===== src/hdl/rlc_pkg.sv =====
// Constants and types shared by the right limiter and DAC clip register bank.
package rlc_pkg;

    // Register indices as printed; the APB byte address is four times the index.
    localparam logic [7:0] RLC_THR_SLOPE_IDX = 8'h12;
    localparam logic [7:0] RLC_KNEE_IDX = 8'h13;
    localparam logic [7:0] RLC_CLIP_L_IDX = 8'h14;
    localparam logic [7:0] RLC_CLIP_R_IDX = 8'h15;
    localparam logic [7:0] RLC_CTRL_IDX = 8'h18;
    localparam logic [7:0] RLC_STAT_IDX = 8'h19;
    localparam int RLC_ADDR_W = 10;

    // Field positions of the threshold and slope register.
    localparam int RLC_THR_MSB = 7;
    localparam int RLC_THR_LSB = 3;
    localparam int RLC_SLOPE_MSB = 1;
    localparam int RLC_SLOPE_LSB = 0;

    // Field positions of the control register.
    localparam int RLC_CTRL_LINK_BIT = 3;
    localparam int RLC_CTRL_TRACK_BIT = 2;
    localparam int RLC_CTRL_MODE_MSB = 1;

    // Field positions of the status register.
    localparam int RLC_STAT_BELOW_BIT = 0;
    localparam int RLC_STAT_ACTIVE_BIT = 1;
    localparam int RLC_STAT_MUTE_BIT = 2;
    localparam int RLC_STAT_THR_LSB = 3;

    // Reset values.
    localparam logic [7:0] RLC_THR_SLOPE_RST = 8'h51;
    localparam logic [7:0] RLC_KNEE_RST = 8'h22;
    localparam logic [7:0] RLC_CLIP_RST = 8'hff;
    localparam logic [7:0] RLC_CTRL_RST = 8'h08;

    // Deepest threshold code, 2 V peak.
    localparam logic [4:0] RLC_THR_MAX = 5'h1f;

    // Right limiter modes.
    typedef enum logic [1:0] {
        RLC_MODE_OFF = 2'h0,
        RLC_MODE_ON = 2'h1,
        RLC_MODE_MUTE_LOW = 2'h2,
        RLC_MODE_ON_LOW = 2'h3
    } rlc_mode_type;

endpackage : rlc_pkg


===== src/hdl/rlc_clip.sv =====
// One DAC high-frequency clip level register and its level numerator.
`timescale 1ns/100ps
module rlc_clip
    import rlc_pkg::*;
(
    input wire logic pclk,
    input wire logic presetn,
    input wire logic wr_en,
    input wire logic [7:0] wr_data,
    output logic [7:0] clip_code,
    output logic [8:0] clip_level
);

    logic [7:0] code_r;
    logic [7:0] code_nxt;

    // The code holds unless the bus writes it.
    always_comb begin
        code_nxt = code_r;
        if (wr_en) begin
            code_nxt = wr_data;
        end
    end

    always_ff @(posedge pclk or negedge presetn) begin
        if (!presetn) begin
            code_r <= RLC_CLIP_RST;
        end else begin
            code_r <= code_nxt;
        end
    end

    assign clip_code = code_r;
    // Never zero, so code 0 still passes 1/256 rather than muting.
    assign clip_level = {1'b0, code_r} + 9'h001;
endmodule : rlc_clip


===== src/hdl/rlc_top.sv =====
// APB register bank for the right limiter threshold, battery knee and DAC clip levels.
//
// The APB register port was left to the implementer.
`timescale 1ns/100ps
module rlc_top
    import rlc_pkg::*;
(
    input wire logic pclk,
    input wire logic presetn,
    input wire logic psel,
    input wire logic penable,
    input wire logic pwrite,
    input wire logic [RLC_ADDR_W-1:0] paddr,
    input wire logic [31:0] pwdata,
    input wire logic [3:0] pstrb,
    output logic [31:0] prdata,
    output logic pready,
    output logic pslverr,
    input wire logic [7:0] battery_code,
    input wire logic [4:0] left_threshold_code,
    output logic [4:0] right_threshold_code,
    output logic right_limiter_active,
    output logic right_mute,
    output logic right_use_left_limiter,
    output logic [8:0] left_clip_level,
    output logic [8:0] right_clip_level
);

    // Register state and next values.
    logic [4:0] thr_r;
    logic [4:0] thr_nxt;
    logic [1:0] slope_r;
    logic [1:0] slope_nxt;
    logic [7:0] knee_r;
    logic [7:0] knee_nxt;
    logic [3:0] ctrl_r;
    logic [3:0] ctrl_nxt;
    logic [31:0] rdata_r;
    logic [31:0] rdata_nxt;
    logic hit_r;
    logic hit_nxt;

    // Datapath state and next values.
    logic [4:0] eff_thr_r;
    logic [4:0] eff_thr_nxt;
    logic active_r;
    logic active_nxt;
    logic mute_r;
    logic mute_nxt;
    logic below_r;
    logic below_nxt;

    // Bus decode.
    logic [7:0] idx;
    logic addr_ok;
    logic setup;
    logic wr_go;
    logic lane0;
    logic [7:0] wbyte;
    logic [7:0] clip_l_code;
    logic [7:0] clip_r_code;
    logic wr_clip_l;
    logic wr_clip_r;
    rlc_mode_type mode;

    // Tracking arithmetic.
    logic [7:0] deficit;
    logic [9:0] reduction;
    logic [10:0] deeper;

    // Only word-aligned addresses in the map answer without an error.
    assign idx = paddr[RLC_ADDR_W-1:2];
    assign addr_ok = (paddr[1:0] == 2'h0) &&
        ((idx == RLC_THR_SLOPE_IDX) || (idx == RLC_KNEE_IDX) ||
         (idx == RLC_CLIP_L_IDX) || (idx == RLC_CLIP_R_IDX) ||
         (idx == RLC_CTRL_IDX) || (idx == RLC_STAT_IDX));
    assign setup = psel && !penable;

    // One wait-free access phase: read data is captured in setup, so it comes from a flop.
    assign pready = psel && penable;
    assign pslverr = pready && !hit_r;
    assign prdata = rdata_r;

    // Writes land only at the completing edge and only with byte lane 0 enabled.
    assign lane0 = pstrb[0];
    assign wr_go = pready && pwrite && hit_r && lane0;
    assign wbyte = pwdata[7:0];
    assign wr_clip_l = wr_go && (idx == RLC_CLIP_L_IDX);
    assign wr_clip_r = wr_go && (idx == RLC_CLIP_R_IDX);
    assign mode = rlc_mode_type'(ctrl_r[RLC_CTRL_MODE_MSB:0]);

    // Read data and address hit are sampled in the setup cycle of every transfer.
    always_comb begin
        rdata_nxt = rdata_r;
        hit_nxt = hit_r;
        if (setup) begin
            hit_nxt = addr_ok;
            rdata_nxt = 32'h0000_0000;
            if (!pwrite && addr_ok) begin
                unique case (idx)
                    RLC_THR_SLOPE_IDX: rdata_nxt[7:0] = {thr_r, 1'b0, slope_r};
                    RLC_KNEE_IDX: rdata_nxt[7:0] = knee_r;
                    RLC_CLIP_L_IDX: rdata_nxt[7:0] = clip_l_code;
                    RLC_CLIP_R_IDX: rdata_nxt[7:0] = clip_r_code;
                    RLC_CTRL_IDX: rdata_nxt[3:0] = ctrl_r;
                    default: rdata_nxt[7:0] = {eff_thr_r, mute_r, active_r, below_r};
                endcase
            end
        end
    end

    always_ff @(posedge pclk or negedge presetn) begin
        if (!presetn) begin
            rdata_r <= 32'h0000_0000;
            hit_r <= 1'b0;
        end else begin
            rdata_r <= rdata_nxt;
            hit_r <= hit_nxt;
        end
    end

    // Control registers take the written byte on the completing edge.
    always_comb begin
        thr_nxt = thr_r;
        slope_nxt = slope_r;
        knee_nxt = knee_r;
        ctrl_nxt = ctrl_r;
        if (wr_go && idx == RLC_THR_SLOPE_IDX) begin
            thr_nxt = wbyte[RLC_THR_MSB:RLC_THR_LSB];
            // Slope field; write to bit 2 is dropped.
            slope_nxt = wbyte[RLC_SLOPE_MSB:RLC_SLOPE_LSB];
        end
        if (wr_go && idx == RLC_KNEE_IDX) begin
            knee_nxt = wbyte;
        end
        if (wr_go && idx == RLC_CTRL_IDX) begin
            ctrl_nxt = wbyte[3:0];
        end
    end

    always_ff @(posedge pclk or negedge presetn) begin
        if (!presetn) begin
            thr_r <= RLC_THR_SLOPE_RST[RLC_THR_MSB:RLC_THR_LSB];
            slope_r <= RLC_THR_SLOPE_RST[RLC_SLOPE_MSB:RLC_SLOPE_LSB];
            knee_r <= RLC_KNEE_RST;
            ctrl_r <= RLC_CTRL_RST[3:0];
        end else begin
            thr_r <= thr_nxt;
            slope_r <= slope_nxt;
            knee_r <= knee_nxt;
            ctrl_r <= ctrl_nxt;
        end
    end

    rlc_clip u_clip_left (
        .pclk(pclk),
        .presetn(presetn),
        .wr_en(wr_clip_l),
        .wr_data(wbyte),
        .clip_code(clip_l_code),
        .clip_level(left_clip_level)
    );

    // Right clip level, independent of the left one.
    rlc_clip u_clip_right (
        .pclk(pclk),
        .presetn(presetn),
        .wr_en(wr_clip_r),
        .wr_data(wbyte),
        .clip_code(clip_r_code),
        .clip_level(right_clip_level)
    );

    // Raw code comparison against the battery converter output.
    assign deficit = knee_r - battery_code;
    // Slope ratio multiplies the battery shortfall, slope_r plus one code steps per LSB.
    assign reduction = 10'(deficit) * 10'({1'b0, slope_r} + 3'h1);
    assign deeper = 11'(thr_r) + 11'(reduction);

    // Threshold tracking, link and mode. A lower voltage is a larger code, so tracking
    // raises the code and saturates at 2 V rather than wrapping back to 16 V.
    always_comb begin
        below_nxt = battery_code < knee_r;
        eff_thr_nxt = thr_r;
        // Tracking lowers the threshold below the knee.
        if (ctrl_r[RLC_CTRL_TRACK_BIT] && below_nxt) begin
            eff_thr_nxt = (deeper > 11'(RLC_THR_MAX)) ? RLC_THR_MAX : deeper[4:0];
        end
        // Linked channels follow the left limiter.
        if (ctrl_r[RLC_CTRL_LINK_BIT]) begin
            eff_thr_nxt = left_threshold_code;
        end
        unique case (mode)
            RLC_MODE_OFF: begin
                active_nxt = 1'b0;
                mute_nxt = 1'b0;
            end
            RLC_MODE_ON: begin
                active_nxt = 1'b1;
                mute_nxt = 1'b0;
            end
            RLC_MODE_MUTE_LOW: begin
                active_nxt = 1'b0;
                mute_nxt = below_nxt;
            end
            RLC_MODE_ON_LOW: begin
                active_nxt = below_nxt;
                mute_nxt = 1'b0;
            end
        endcase
    end

    always_ff @(posedge pclk or negedge presetn) begin
        if (!presetn) begin
            eff_thr_r <= RLC_THR_SLOPE_RST[RLC_THR_MSB:RLC_THR_LSB];
            active_r <= 1'b0;
            mute_r <= 1'b0;
            below_r <= 1'b0;
        end else begin
            eff_thr_r <= eff_thr_nxt;
            active_r <= active_nxt;
            mute_r <= mute_nxt;
            below_r <= below_nxt;
        end
    end

    assign right_threshold_code = eff_thr_r;
    assign right_limiter_active = active_r;
    assign right_mute = mute_r;
    assign right_use_left_limiter = ctrl_r[RLC_CTRL_LINK_BIT];
endmodule : rlc_top


===== config.mk =====
export PLATFORM = sky130hd
export DESIGN_NAME = rlc_top
export DESIGN_NICKNAME = d
export VERILOG_FILES = /design/src/hdl/rlc_pkg.sv /design/src/hdl/rlc_clip.sv /design/src/hdl/rlc_top.sv
export SDC_FILE = /design/constraint.sdc
export NUM_CORES = 1
export LEC_CHECK = 0
export BUFFER_PORTS_ARGS = -buffer_cell sky130_fd_sc_hd__buf_4
export CORE_AREA = 2 2 85 95
export DETAILED_ROUTE_END_ITERATION = 8
export DIE_AREA = 0 0 87 97
export PLACE_DENSITY = 0.84
export SETUP_SLACK_MARGIN = 0.05
export SLEW_MARGIN = 20
export SYNTH_ARGS = -nofsm -noshare
export SYNTH_HDL_FRONTEND = slang
export SYNTH_SLANG_ARGS = --single-unit

===== constraint.sdc =====
create_clock -name pclk -period 10.45 [get_ports pclk]
set_input_delay 1.045 -clock pclk [delete_from_list [all_inputs] [get_ports pclk]]
set_output_delay 1.045 -clock pclk [all_outputs]
set_load 0.02 [all_outputs]

# [Yosys cells after proc, flatten, opt, wreduce, memory -nomap -nowiden]
# Cells that the tools add are included.
[word_totals] elab_cells=63 inputBits=64 reg_bits=52
[classes] order_cmp=2 multipliers=1 n_eq_ne=9 n_mux=8 add_sub_neg=5 n_reduce_logical=26
[ops] cell="equality test 8 x 5 -> 1 bit (second input constant)" n=6
[ops] cell="case mux 4 bit (5 select lines)" n=2
[ops] cell="adder 8 x 1 -> 9 bit (second input constant)" n=2
[ops] cell="2-to-1 mux 5 bit" n=3
[ops] cell="logical AND 1 bit" n=14
[ops] cell="adder 5 x 10 -> 11 bit" n=1
[ops] cell="> comparator 11 x 5 -> 1 bit (second input constant)" n=1
[ops] cell="multiplier 8 x 3 -> 10 bit" n=1
[ops] cell="< comparator 8 bit" n=1
[ops] cell="2-to-1 mux 8 bit" n=1
[ops] cell="subtractor 8 bit" n=1
[ops] cell="logical OR 1 bit" n=5
[ops] cell="equality test 2 bit (second input constant)" n=2
[ops] cell="zero test 2 bit" n=2
[ops] cell="adder 2 x 1 -> 3 bit (second input constant)" n=1
[ops] cell="zero test 1 bit" n=3
[ops] cell="case mux 1 bit (3 select lines)" n=1
[ops] cell="OR reduction 3 bit" n=1
[ops] cell="equality test 2 x 1 -> 1 bit (second input constant)" n=1
[ops] cell="case mux 1 bit (2 select lines)" n=1
[ops] cell="OR reduction 2 bit" n=1

# [Logic depth before layout (Yosys ltp)]
# Gate-level depths: netlist of the first run.
[depth] word_depth=9 depth_mapped=20

# [Hierarchy]
# A second synthesis of the first run with hierarchy kept.
[hier_totals] cells_unflattened=419 area_unflattened_um2=4040.1
[modules_own_cells] module="rlc_top" instances=1 area_each_um2=3191.8 cells_per_inst=347 seq_area_each_um2=910.9
[modules_own_cells] module="rlc_clip" instances=2 area_each_um2=424.2 cells_per_inst=36 seq_area_each_um2=210.2

# [Worst setup path before layout of the first run]
# Ideal clock, no wire load.
[synth_path] path_type="input port to flip-flop" from="input battery_code[0]" to="register eff_thr_r[2] (netlist: right_threshold_code[2])" arrival_ps=4758 required_ps=10320 setup_slack_ps=5561 n_path_buf=0 setup_time_ps=130 stages=18 cell_sequence="ha_1 -> fa_1 -> xnor2_1 -> nand2b_1 -> fa_1 -> inv_1 -> ha_1 -> inv_1 -> fa_1 -> inv_1 -> ha_1 -> o21ai_0 -> nor2_1 -> o21a_1 -> mux2_2 -> a2111o_1 -> nor2_1 -> a21oi_1"
[synth_between] elab_chain_len=7
[synth_lines] element="start, declared" line_no="rlc_top.sv:19" source="input wire logic [7:0] battery_code,"
[synth_lines] element="subtractor 8 bit" line_no="rlc_top.sv:175" source="assign deficit = knee_r - battery_code;"
[synth_lines] element="multiplier 8 x 3 -> 10 bit" line_no="rlc_top.sv:177" source="assign reduction = 10'(deficit) * 10'({1'b0, slope_r} + 3'h1);"
[synth_lines] element="adder 5 x 10 -> 11 bit" line_no="rlc_top.sv:178" source="assign deeper = 11'(thr_r) + 11'(reduction);"
[synth_lines] element="> comparator 11 x 5 -> 1 bit" line_no="rlc_top.sv:187" source="eff_thr_nxt = (deeper > 11'(RLC_THR_MAX)) ? RLC_THR_MAX : deeper[4:0];"
[synth_lines] element="2-to-1 mux 5 bit" line_no="rlc_top.sv:187"
[synth_lines] element="2-to-1 mux 5 bit *" line_no="rlc_top.sv:186" source="if (ctrl_r[RLC_CTRL_TRACK_BIT] && below_nxt) begin"
[synth_lines] element="2-to-1 mux 5 bit *" line_no="rlc_top.sv:190" source="if (ctrl_r[RLC_CTRL_LINK_BIT]) begin"
[synth_lines] element="net eff_thr_nxt[2]" line_no="rlc_top.sv:45" source="logic [4:0] eff_thr_nxt;"
[synth_lines] element="end signal, assigned" line_no="rlc_top.sv:215" source="eff_thr_r <= RLC_THR_SLOPE_RST[RLC_THR_MSB:RLC_THR_LSB];"
[synth_lines] element="end signal, assigned" line_no="rlc_top.sv:220" source="eff_thr_r <= eff_thr_nxt;"
[synth_lines] element="end, declared" line_no="rlc_top.sv:44" source="logic [4:0] eff_thr_r;"
# Mark *: on every way through the listed nets, which the timed path passes. The rest lies on a longest branch.
# A chain may end at the register's enable or synchronous reset.

# [Worst setup path in the final report of the first run]
[layout_path] from="input battery_code[0]" to="register eff_thr_r[4] (netlist: right_threshold_code[4])"
# The elaborated chain is that of the path after synthesis.

==> run_results.csv, run 1 <==
group,metric,value,unit
critical_path,critPathLaunchType,"input pin",
route,drc,0,
timing,fin_crit_sh,0.479,
power,p_per_area,94.5,nW/µm²
global_route,grt_overflow,0,
yosys,synthSimpleGateAreaFrac,0.151,
layout,area_growth,16.9,%
yosys,syn_inst,423,
clock_tree,cts_tree,"done",
yosys,synth_fa_ha_area_frac,0.123,
route,postRouteAntennaNets,0,
route,routed_via_density,5.78,
yosys,synth_compound_area_frac,0.150,
critical_path,critPathArrivalTime,5.19,ns
yosys,yosysSeqAreaShare,0.332,
clock_tree,post_cts_resized,0,
layout,final_cell_mix,"buf_4 (72), inv_1 (37), mux2_2 (35)",
yosys,synth_seq_cells,52,
critical_path,crit_required,10.64,ns
yosys,synth_area_leader_cell,"dfrtp_1",
layout,nNetsFinal,591,
timing,finalCriticalPeriod,5.00,ns
die,row_count,33,
clock_tree,clk_pin_slew_worst_paths,0.09,ns
die,coreArea,7390,µm²
clock_tree,hold_buffers,0,
global_route,grt_first_pass_wirelength,15.9,mm
die,design.die.area,8440,µm²
power,power.leakage,2.30,nW
die,initial_core_util,0.543,
timing,rsz0062_at_grt,"false",
yosys,syn_area,4020,µm²
layout,fillers,596,
die,io_pins,124,
timing,fin_tns_setup,0,ns
min_path,min_path_type,"flop to flop",
global_route,grt_pass1_vias,3368,
route,wl_per_cell,16.8,µm
yosys,synth-xor-area-share,0.0524,
timing,slew_viol_final,0,
route,vias,3359,
timing,clock.fmax,200,MHz
die,die_h,97,µm
placed_design,dp.cells,573,
yosys,async_flop_share,1.00,
yosys,synth_cell_types,51,
yosys,yosys-mux-area-fraction,0.103,
clock_tree,cts_sinks,52,
global_route,grt_antenna_before_repair,0,
layout,layout_commonest_cell,"buf_4",
critical_path,r2r_slack,5.87,ns
layout,stdcell_count,581,
clock_tree,post_cts_buffers,0,
die,die_w,87,µm
yosys,synth_edf_count,0,
placed_design,routabilityCongestion,0.882,
yosys,yosysTopAreaCellShare,0.175,
yosys,synth_top_family_by_area,"simple AND/OR/NAND/NOR gates",
placed_design,dpl.hpwl,7.48,mm
yosys,synth_area_per_cell,9.49,µm²
status,outcome,"finished clean",
global_route,grt_max_degree,53,
route,drt_iter0_markers,265,
timing,fin_skew,0.00874,ns
layout,antenna_cells,0,
timing,setup_viol,0,
clock_tree,clk_latency,0.31,ns
power,ir_drop,0.0639,mV
layout,drive_gt1_frac,0.289,
timing,timing.final.hold_violations,0,
critical_path,cp_slowest_cell,"fa_1",
critical_path,worstPathMaxFanout,4,
critical_path,end_kind,"flop",
global_route,gr-usage-all-layers,0.235,
critical_path,crit_type,"input pin to flop",
yosys,ys_top_cells_by_area,"dfrtp_1 (17%), dfstp_2 (16%), mux2_2 (9.8%), ha_1 (7.8%), fa_1 (4.5%)",
clock_tree,cts_buffers,5,
route,drt_wl_total,9.75,mm
yosys,synth-main-ff-cell,"dfrtp_1",
yosys,ys_warn_count,0,
clock_tree,cts_max_path_buffers,2,
clock_tree,htree_num_levels,2,
critical_path,max_stage_delay,0.52,ns
placed_design,port_buffers,72,
route,drtPass1Iterations,5,
timing,slew_headroom,0.474,
timing,tightest_slew,0.788,ns
clock_tree,root_buffer,"clkbuf_8",
flow_run,cap_violations,0,
critical_path,crit_chain,"buf_4, ha_1, fa_1, xnor2_1, nand2b_1, fa_1, inv_1, ha_1, inv_1, fa_1, inv_1, ha_1, o21ai_0, nor2_1, o21a_1, mux2_2, a2111o_1, nor2_1, a21oi_1",
-- flip-flops by register name, summed over array words and instances (netlist names) --
register                count
u_clip_right.clip_code      8
hit_r                       1
right_limiter_active        1
knee_r                      8
u_clip_left.clip_code       8
slope_r                     2
right_mute                  1
right_threshold_code        5
below_r                     1
prdata                      8
thr_r                       5
ctrl_r                      4
-- power by group --
group	total, W	internal, W	switching (W)
combinational	0.0000557	0.0000202	0.0000355
sequential	0.000202	0.000202	0.0000000376
clock	0.000186	0.000120	0.0000662
total	0.000443	0.000341	0.000102
-- cell families (layout without fill, tap and decap cells) --
group	after synthesis	after routing
compound gates	90	90
other cells	1	24
flops	52	52
mux	37	37
xor+xnor	24	24
buf+inv	69	117
simple gates	116	116
fa+ha+maj	34	34
-- worst paths after layout --
path | from | end | cells after the start
max reg2reg | knee_r[1]$_DFFE_PN1P_ | right_threshold_code[4]$_DFF_PN0_ | 18
min | prdata[7]$_DFFE_PN0P_ | prdata[7]$_DFFE_PN0P_ | 2
max | battery_code[0] | right_threshold_code[4]$_DFF_PN0_ | 19
min reg2reg | prdata[7]$_DFFE_PN0P_ | prdata[7]$_DFFE_PN0P_ | 2
min in group asynchronous | presetn | hit_r$_DFFE_PN0P_ | 1
max in group asynchronous | presetn | thr_r[0]$_DFFE_PN0P_ | 1
-- synthesized netlist by cell type, drive strengths merged, types with 2 or more instances --
cell type and count:
inv 37, mux2 35, nand2 35, dfrtp 28, buf 26, ha 25, nor2 25, dfstp 24
a21oi 19, o21ai 19, nand2b 18, xnor2 15, a221oi 10, fa 9, nand3 9, xor2 9
a211oi 7, a21o 6, clkbuf 6, nor3 6, o22ai 6, nand4 5, a22oi 4, nor2b 4
a32oi 3, and2 3, o2bb2ai 3, a21boi 2, and3 2, and4 2, mux2i 2, nor4 2
o211ai 2, o21a 2, o21bai 2
-- layer usage --
layer	wire length (µm)	track usage	vias to the layer above
met5	0	0	-
met4	366	0.0974	0
met3	627	0.0435	36
met2	4850	0.403	139
met1	3910	0.285	1601
li1	-	-	1583
-- stage by stage --
stage               utilization  setup slack (ns)  power [W]  hold WS, ns  area, µm²
detailed placement        0.613              5.13   0.000260        0.475       4530
CTS                       0.635              5.44   0.000444        0.497       4690
floorplan                     -              5.56   0.000244        0.439       4100
global placement          0.613              5.16   0.000259        0.461       4530
finish                    0.635              5.45   0.000443        0.492       4690
global route              0.635              5.17   0.000461        0.528       4690
-- layout make-up --
cell class,count,area (µm²),share of cell area
timing repair buffer,72,541,0.115
sequential,52,1330,0.284
tap,87,109,0.0232
clock inverter,3,90.1,0.0192
multi-input combinational,325,2410,0.514
inverter,37,139,0.0296
clock buffer,5,68.8,0.0147
-- critical path, delay by kind of cell --
family / cells / cell delay (ns)
mux: 1 / 0.26
xor+xnor: 1 / 0.28
compound gates: 4 / 0.80
buf+inv: 4 / 0.28
fa+ha+maj: 6 / 2.09
simple gates: 3 / 0.42
Power figures use the tool's default switching activity.
==> run 2: changes to the inputs <==
--- a/config.mk
+++ b/config.mk
@@ -6,10 +6,10 @@
 export NUM_CORES = 1
 export LEC_CHECK = 0
 export BUFFER_PORTS_ARGS = -buffer_cell sky130_fd_sc_hd__buf_4
-export CORE_AREA = 2 2 85 95
+export CORE_AREA = 2 2 92 102
 export DETAILED_ROUTE_END_ITERATION = 8
-export DIE_AREA = 0 0 87 97
-export PLACE_DENSITY = 0.84
+export DIE_AREA = 0 0 94 104
+export PLACE_DENSITY = 0.77
 export SETUP_SLACK_MARGIN = 0.05
 export SLEW_MARGIN = 20
 export SYNTH_ARGS = -nofsm -noshare
==> constraint.sdc (replaced) <==
create_clock -name pclk -period 4.54 [get_ports pclk]
set_input_delay 0.454 -clock pclk [delete_from_list [all_inputs] [get_ports pclk]]
set_output_delay 0.454 -clock pclk [all_outputs]
set_load 0.02 [all_outputs]
==> run 2 against run 1 <==
  * Die area is 16% higher
  * Clock-buffer cell count did not move
  * Via count up 0.27%
  * Utilization down 8.9 points
  * Final area up 2.3%
  * Final cell count increased by 6.0%
  * Global-route usage decreased by 3.4 points
  * Critical path type is now flop to flop
==> run_results.csv, run 2 (synthesis results as in run 1) <==
group,metric,value,unit
status,outcome,"finished clean",
die,io_pins,124,
clock_tree,htree_num_levels,2,
layout,antenna_cells,0,
die,die_w,94,µm
timing,setup_ws,0.303,ns
power,ir_drop,0.126,mV
route,drt_iter0_markers,190,
critical_path,worstPathMaxFanout,3,
global_route,grt_overflow,0,
timing,setup_viol,0,
timing,slew_headroom,0.438,
global_route,grt_use_met1,0.256,
critical_path,critPathLaunchType,"flop",
global_route,met2_usage,0.342,
timing,fin_crit_sh,0.933,
power,power.leakage,2.33,nW
die,initial_core_util,0.457,
timing,clock.fmax,236,MHz
flow_run,cap_violations,0,
timing,timing.final.hold_violations,0,
timing,rsz0062_at_grt,"false",
placed_design,pre_cts_slack,-0.0946,ns
die,design.die.area,9780,µm²
placed_design,dpl.hpwl,7.76,mm
clock_tree,clk_pin_slew_worst_paths,0.10,ns
critical_path,end_kind,"flop",
timing,slew_viol_final,0,
layout,drive_gt1_frac,0.321,
placed_design,place_area,4600,µm²
die,coreArea,8780,µm²
placed_design,routabilityCongestion,0.882,
clock_tree,cts_buffers,5,
layout,area_growth,19.5,%
global_route,top_usage_layer,"met2",
clock_tree,clk_latency,0.31,ns
timing,fin_tns_setup,0,ns
timing,hold_slack,0.157,ns
die,die_h,104,µm
clock_tree,root_buffer,"clkbuf_8",
global_route,grt_pass1_vias,3262,
route,drtPass1Iterations,5,
critical_path,r2r_slack,0.30,ns
layout,stdcell_area,4800,µm²
timing,finalCriticalPeriod,4.24,ns
route,drc,0,
critical_path,critPathArrivalTime,4.44,ns
clock_tree,cts_max_path_buffers,2,
min_path,min_path_type,"input pin to async pin",
global_route,grt_max_degree,53,
clock_tree,cts_tree,"done",
layout,fillers,809,
route,wl_per_cell,15.9,µm
timing,tightest_slew,0.841,ns
global_route,grt_antenna_before_repair,0,
timing,fin_skew,0.0120,ns
layout,nNetsFinal,599,
route,postRouteAntennaNets,0,
route,vias,3368,
power,p_per_area,192,nW/µm²
placed_design,port_buffers,72,
die,row_count,36,
critical_path,crit_type,"flop to flop",
route,drt_wl_total,9.80,mm
clock_tree,cts_sinks,52,
layout,layout_commonest_cell,"buf_4",
critical_path,crit_required,4.75,ns
global_route,grt_util_met3,0.0348,
route,routed_via_density,5.47,
global_route,grt_first_pass_wirelength,15.8,mm
global_route,gr-usage-all-layers,0.202,
layout,final_cell_mix,"buf_4 (80), inv_1 (37), mux2_2 (35)",
## run 2: changes by cell type in the layout (fill, tap and decap cells not counted), moves of 2 or more
cell	previous run	this run
buf_4	72	80
bufinv_16	3	1
ha_1	25	23
nor2_1	25	23
xnor2_1	15	13
xnor2_2	0	2
## run 2: final timing paths
check	start	to	depth (start not counted)
max in group asynchronous	presetn	thr_r[0]$_DFFE_PN0P_	1
max	knee_r[0]$_DFFE_PN0P_	right_threshold_code[0]$_DFF_PN0_	19
min in group pclk	pwdata[5]	u_clip_right.clip_code[5]$_DFFE_PN1P_	3
max reg2reg	knee_r[0]$_DFFE_PN0P_	right_threshold_code[0]$_DFF_PN0_	19
min	presetn	hit_r$_DFFE_PN0P_	1
min reg2reg	ctrl_r[0]$_DFFE_PN0P_	right_mute$_DFF_PN0_	1
## run 2: worst max-delay path: stages, from the launching register on
cell and delay (ns):
dfrtp_1 0.40, inv_1 0.06, ha_1 0.17, fa_2 0.46
nand2b_4 0.16, fa_1 0.47, inv_1 0.07, ha_2 0.17
inv_1 0.05, fa_1 0.53, inv_1 0.06, ha_4 0.27
o21ai_0 0.08, nor2_1 0.15, o21a_1 0.16, buf_4 0.10
o211ai_1 0.07, a2111o_1 0.45, nor3_2 0.18, nor2_1 0.07
## run 2: routing by layer
metal  wire, µm  vias up  share of wire
li1           -     1599              -
met1       3950     1611           0.40
met2       4990      125           0.51
met3        559       33          0.057
met4        297        0          0.030
met5          0        -              0
## run 2: timing repair
action / in CTS / in global routing
resized for setup: 0 / 12
hold endpoints to repair: 0 / 0
setup endpoints to repair: 0 / 5
hold buffers: 0 / 0
buffers inserted: 0 / 3
## run 2: final cells by class
cell class	count	area, µm²	share of cell area
clock buffers	5	68.8	0.0143
clock inverters	3	42.5	0.00887
inverters	37	139	0.0289
multi-input cells	325	2470	0.516
flip-flops and latches	52	1330	0.277
well taps	114	143	0.0297
repair buffers	80	601	0.125
## run 2: power breakdown
part	total (W)	internal (W)	switching (W)
Sequential	0.000464	0.000464	0.0000000872
Clock	0.000319	0.000163	0.000156
Combinational	0.000136	0.0000521	0.0000839
Total	0.000920	0.000680	0.000240
## run 2: through the flow
| stage | utilization | cells | total power [W] |
|---|---|---|---|
| after floorplan | - | 446 | 0.000562 |
| after global placement | 0.524 | 605 | 0.000599 |
| after detailed placement | 0.524 | 605 | 0.000602 |
| after CTS | 0.537 | 613 | 0.000914 |
| after global routing | 0.546 | 616 | 0.000955 |
| final | 0.546 | 616 | 0.000920 |
==> run 3: changes to the inputs <==
--- a/config.mk
+++ b/config.mk
@@ -6,10 +6,10 @@
 export NUM_CORES = 1
 export LEC_CHECK = 0
 export BUFFER_PORTS_ARGS = -buffer_cell sky130_fd_sc_hd__buf_4
-export CORE_AREA = 2 2 92 102
+export CORE_AREA = 2 2 100 112
 export DETAILED_ROUTE_END_ITERATION = 8
-export DIE_AREA = 0 0 94 104
-export PLACE_DENSITY = 0.77
+export DIE_AREA = 0 0 102 114
+export PLACE_DENSITY = 0.66
 export SETUP_SLACK_MARGIN = 0.05
 export SLEW_MARGIN = 20
 export SYNTH_ARGS = -nofsm -noshare
==> run 3 against run 2 <==
  * Global-route usage shrank 3.4 points
  * First-iteration DRC count shrank 32%
  * Register-to-register slack lost 0.04 ns
  * Clock skew shrank 0.0094 ns
  * Die area grew 19%
  * Flip-flop and latch count is the same
  * Clock-buffer cell count grew 1
  * Via count shrank 2.7%
==> run_results.csv, run 3 (synthesis results as in run 1) <==
group,metric,value,unit
critical_path,crit_path_start,"knee_r[0]$_DFFE_PN0P_",
route,routed_via_density,5.07,
timing,rsz0062_at_grt,"false",
clock_tree,post_cts_buffers,0,
clock_tree,htree_num_levels,2,
route,vias,3276,
critical_path,critPathLaunchType,"flop",
critical_path,end_kind,"flop",
timing,fin_skew,0.00258,ns
power,p_seq_frac,0.458,
global_route,grt_overflow,0,
clock_tree,cts_sinks,52,
timing,slew_headroom,0.485,
power,p_switching,0.000240,W
clock_tree,clk_pin_slew_worst_paths,0.06,ns
timing,fin_crit_sh,0.941,
route,top_layer,"met4",
timing,tightest_slew,0.771,ns
min_path,min_path_type,"input pin to async pin",
global_route,grt_pass1_vias,3181,
critical_path,r2r_slack,0.27,ns
route,drc,0,
layout,drive_gt1_frac,0.319,
critical_path,ff2ff_path_depth,19,
placed_design,dp.cells,638,
route,wl_met2,4.93,mm
route,postRouteAntennaNets,0,
clock_tree,cts_max_path_buffers,2,
layout,antenna_cells,0,
power,power.leakage,2.34,nW
layout,final_cell_mix,"buf_4 (77), inv_1 (36), mux2_2 (35)",
power,p_sw_frac,0.237,
timing,timing.final.hold_violations,0,
critical_path,worstPathMaxFanout,5,
die,die_w,102,µm
power,internal_power,0.000773,W
layout,fillers,1015,
power,ir_drop,0.154,mV
timing,clock.fmax,234,MHz
critical_path,crit_type,"flop to flop",
route,route.met3.wl,471,µm
critical_path,endpoint,"right_threshold_code[2]$_DFF_PN0_",
die,coreArea,10600,µm²
layout,nNetsFinal,596,
placed_design,dpl.hpwl,7.81,mm
layout,stdcell_count,646,
layout,layout_commonest_cell,"buf_4",
layout,multiInputGateArea,2470,µm²
clock_tree,root_buffer,"clkbuf_16",
clock_tree,clk_latency,0.29,ns
die,io_pins,124,
die,row_count,40,
placed_design,routabilityCongestion,0.854,
timing,finalCriticalPeriod,4.27,ns
route,drt_wl_total,9.82,mm
critical_path,cp_slowest_cell,"fa_1",
critical_path,crit_top_cell,"inv_1",
layout,seq_area,1330,µm²
route,drtPass1Iterations,5,
clock_tree,cts_buffers,5,
timing,slew_viol_final,0,
critical_path,rr_endpoint,"right_threshold_code[2]$_DFF_PN0_",
critical_path,r2r-start,"knee_r[0]$_DFFE_PN0P_",
critical_path,crit_chain,"inv_1, ha_2, fa_2, nor2b_1, o31a_1, nor2_1, inv_1, a21oi_1, xnor2_2, nand2b_1, fa_1, inv_1, ha_1, nand4_1, a21o_1, and2_1, a2111o_1, nor2_4, a21oi_1",
global_route,gr-usage-all-layers,0.167,
die,initial_core_util,0.378,
critical_path,crit_required,4.71,ns
critical_path,critPathArrivalTime,4.45,ns
die,die_h,114,µm
power,pwr-share-clk,0.411,
timing,setup_viol,0,
timing,fin_tns_setup,0,ns
clock_tree,cts_tree,"done",
global_route,grt_max_degree,53,
critical_path,max_stage_delay,0.48,ns
clock_tree,hold_buffers,0,
status,outcome,"finished clean",
power,p_comb_frac,0.131,
critical_path,critPathBufInv,3,
critical_path,cpLargestDelayFamily,"compound AO/OA/AOI/OAI gates",
placed_design,port_buffers,72,
global_route,grt_antenna_before_repair,0,
route,drt_iter0_markers,130,
global_route,grt_first_pass_wirelength,15.3,mm
critical_path,path_depth,19,
flow_run,cap_violations,0,
route,wl_per_cell,15.2,µm
route,met1_length,4.21,mm
die,design.die.area,11600,µm²
power,p_per_area,208,nW/µm²
layout,area_growth,21.3,%
-- run 3: cell count changes in the layout (fill, tap and decap cells not counted), sizes merged --
| cell | previous run | this run |
|---|---|---|
| clkinvlp | 1 | 0 |
| buf | 80 | 77 |
| clkbuf | 5 | 6 |
-- run 3: repair_timing --
item,4_1_cts,5_1_grt
resized for setup,2,11
pin swaps,0,8
setup endpoints to repair,4,5
-- run 3: layer usage --
metal	vias up	track usage
met4	0	0.0569
li1	1597	-
met1	1565	0.212
met2	98	0.289
met5	-	0
met3	16	0.0263
-- run 3: power by group through the flow --
stage	Combinational (W)	Clock [W]	Sequential (W)
after CTS	0.000130	0.000425	0.000465
after global placement	0.000126	0	0.000472
final	0.000133	0.000416	0.000465
after global routing	0.000147	0.000445	0.000464
after detailed placement	0.000128	0	0.000472
after floorplan	0.0000895	0	0.000472
-- run 3: final cells by class --
cell class                      instances  share of cell area
Clock buffer                            6              0.0265
Clock inverter                          2             0.00719
Inverter                               37              0.0285
Multi-Input combinational cell        325               0.508
Sequential cell                        52               0.273
Tap cell                              147              0.0378
Timing Repair Buffer                   77               0.119
-- run 3: how the worst min path moves through the flow --
stage                     depth (start not counted)                    end             startpoint
after floorplan                                   0      below_r$_DFF_PN0_                presetn
after global routing                              1      hit_r$_DFFE_PN0P_                presetn
after CTS                                         1  knee_r[4]$_DFFE_PN0P_                presetn
after detailed placement                          2  prdata[4]$_DFFE_PN0P_  prdata[4]$_DFFE_PN0P_
final                                             1      hit_r$_DFFE_PN0P_                presetn
after global placement                            1   right_mute$_DFF_PN0_  ctrl_r[0]$_DFFE_PN0P_
-- run 3: through the flow --
step                      power, W  hold slack, ns  worst slack [ns]  instance area (µm²)  utilization
after floorplan           0.000562           0.158             0.242                 4100            -
after global placement    0.000599           0.462            -0.100                 4650        0.438
after detailed placement  0.000601           0.472            -0.203                 4650        0.438
after CTS                  0.00102           0.220            0.0752                 4820        0.454
after global routing       0.00106           0.231            0.0393                 4870        0.459
final                      0.00101           0.196             0.266                 4870        0.459
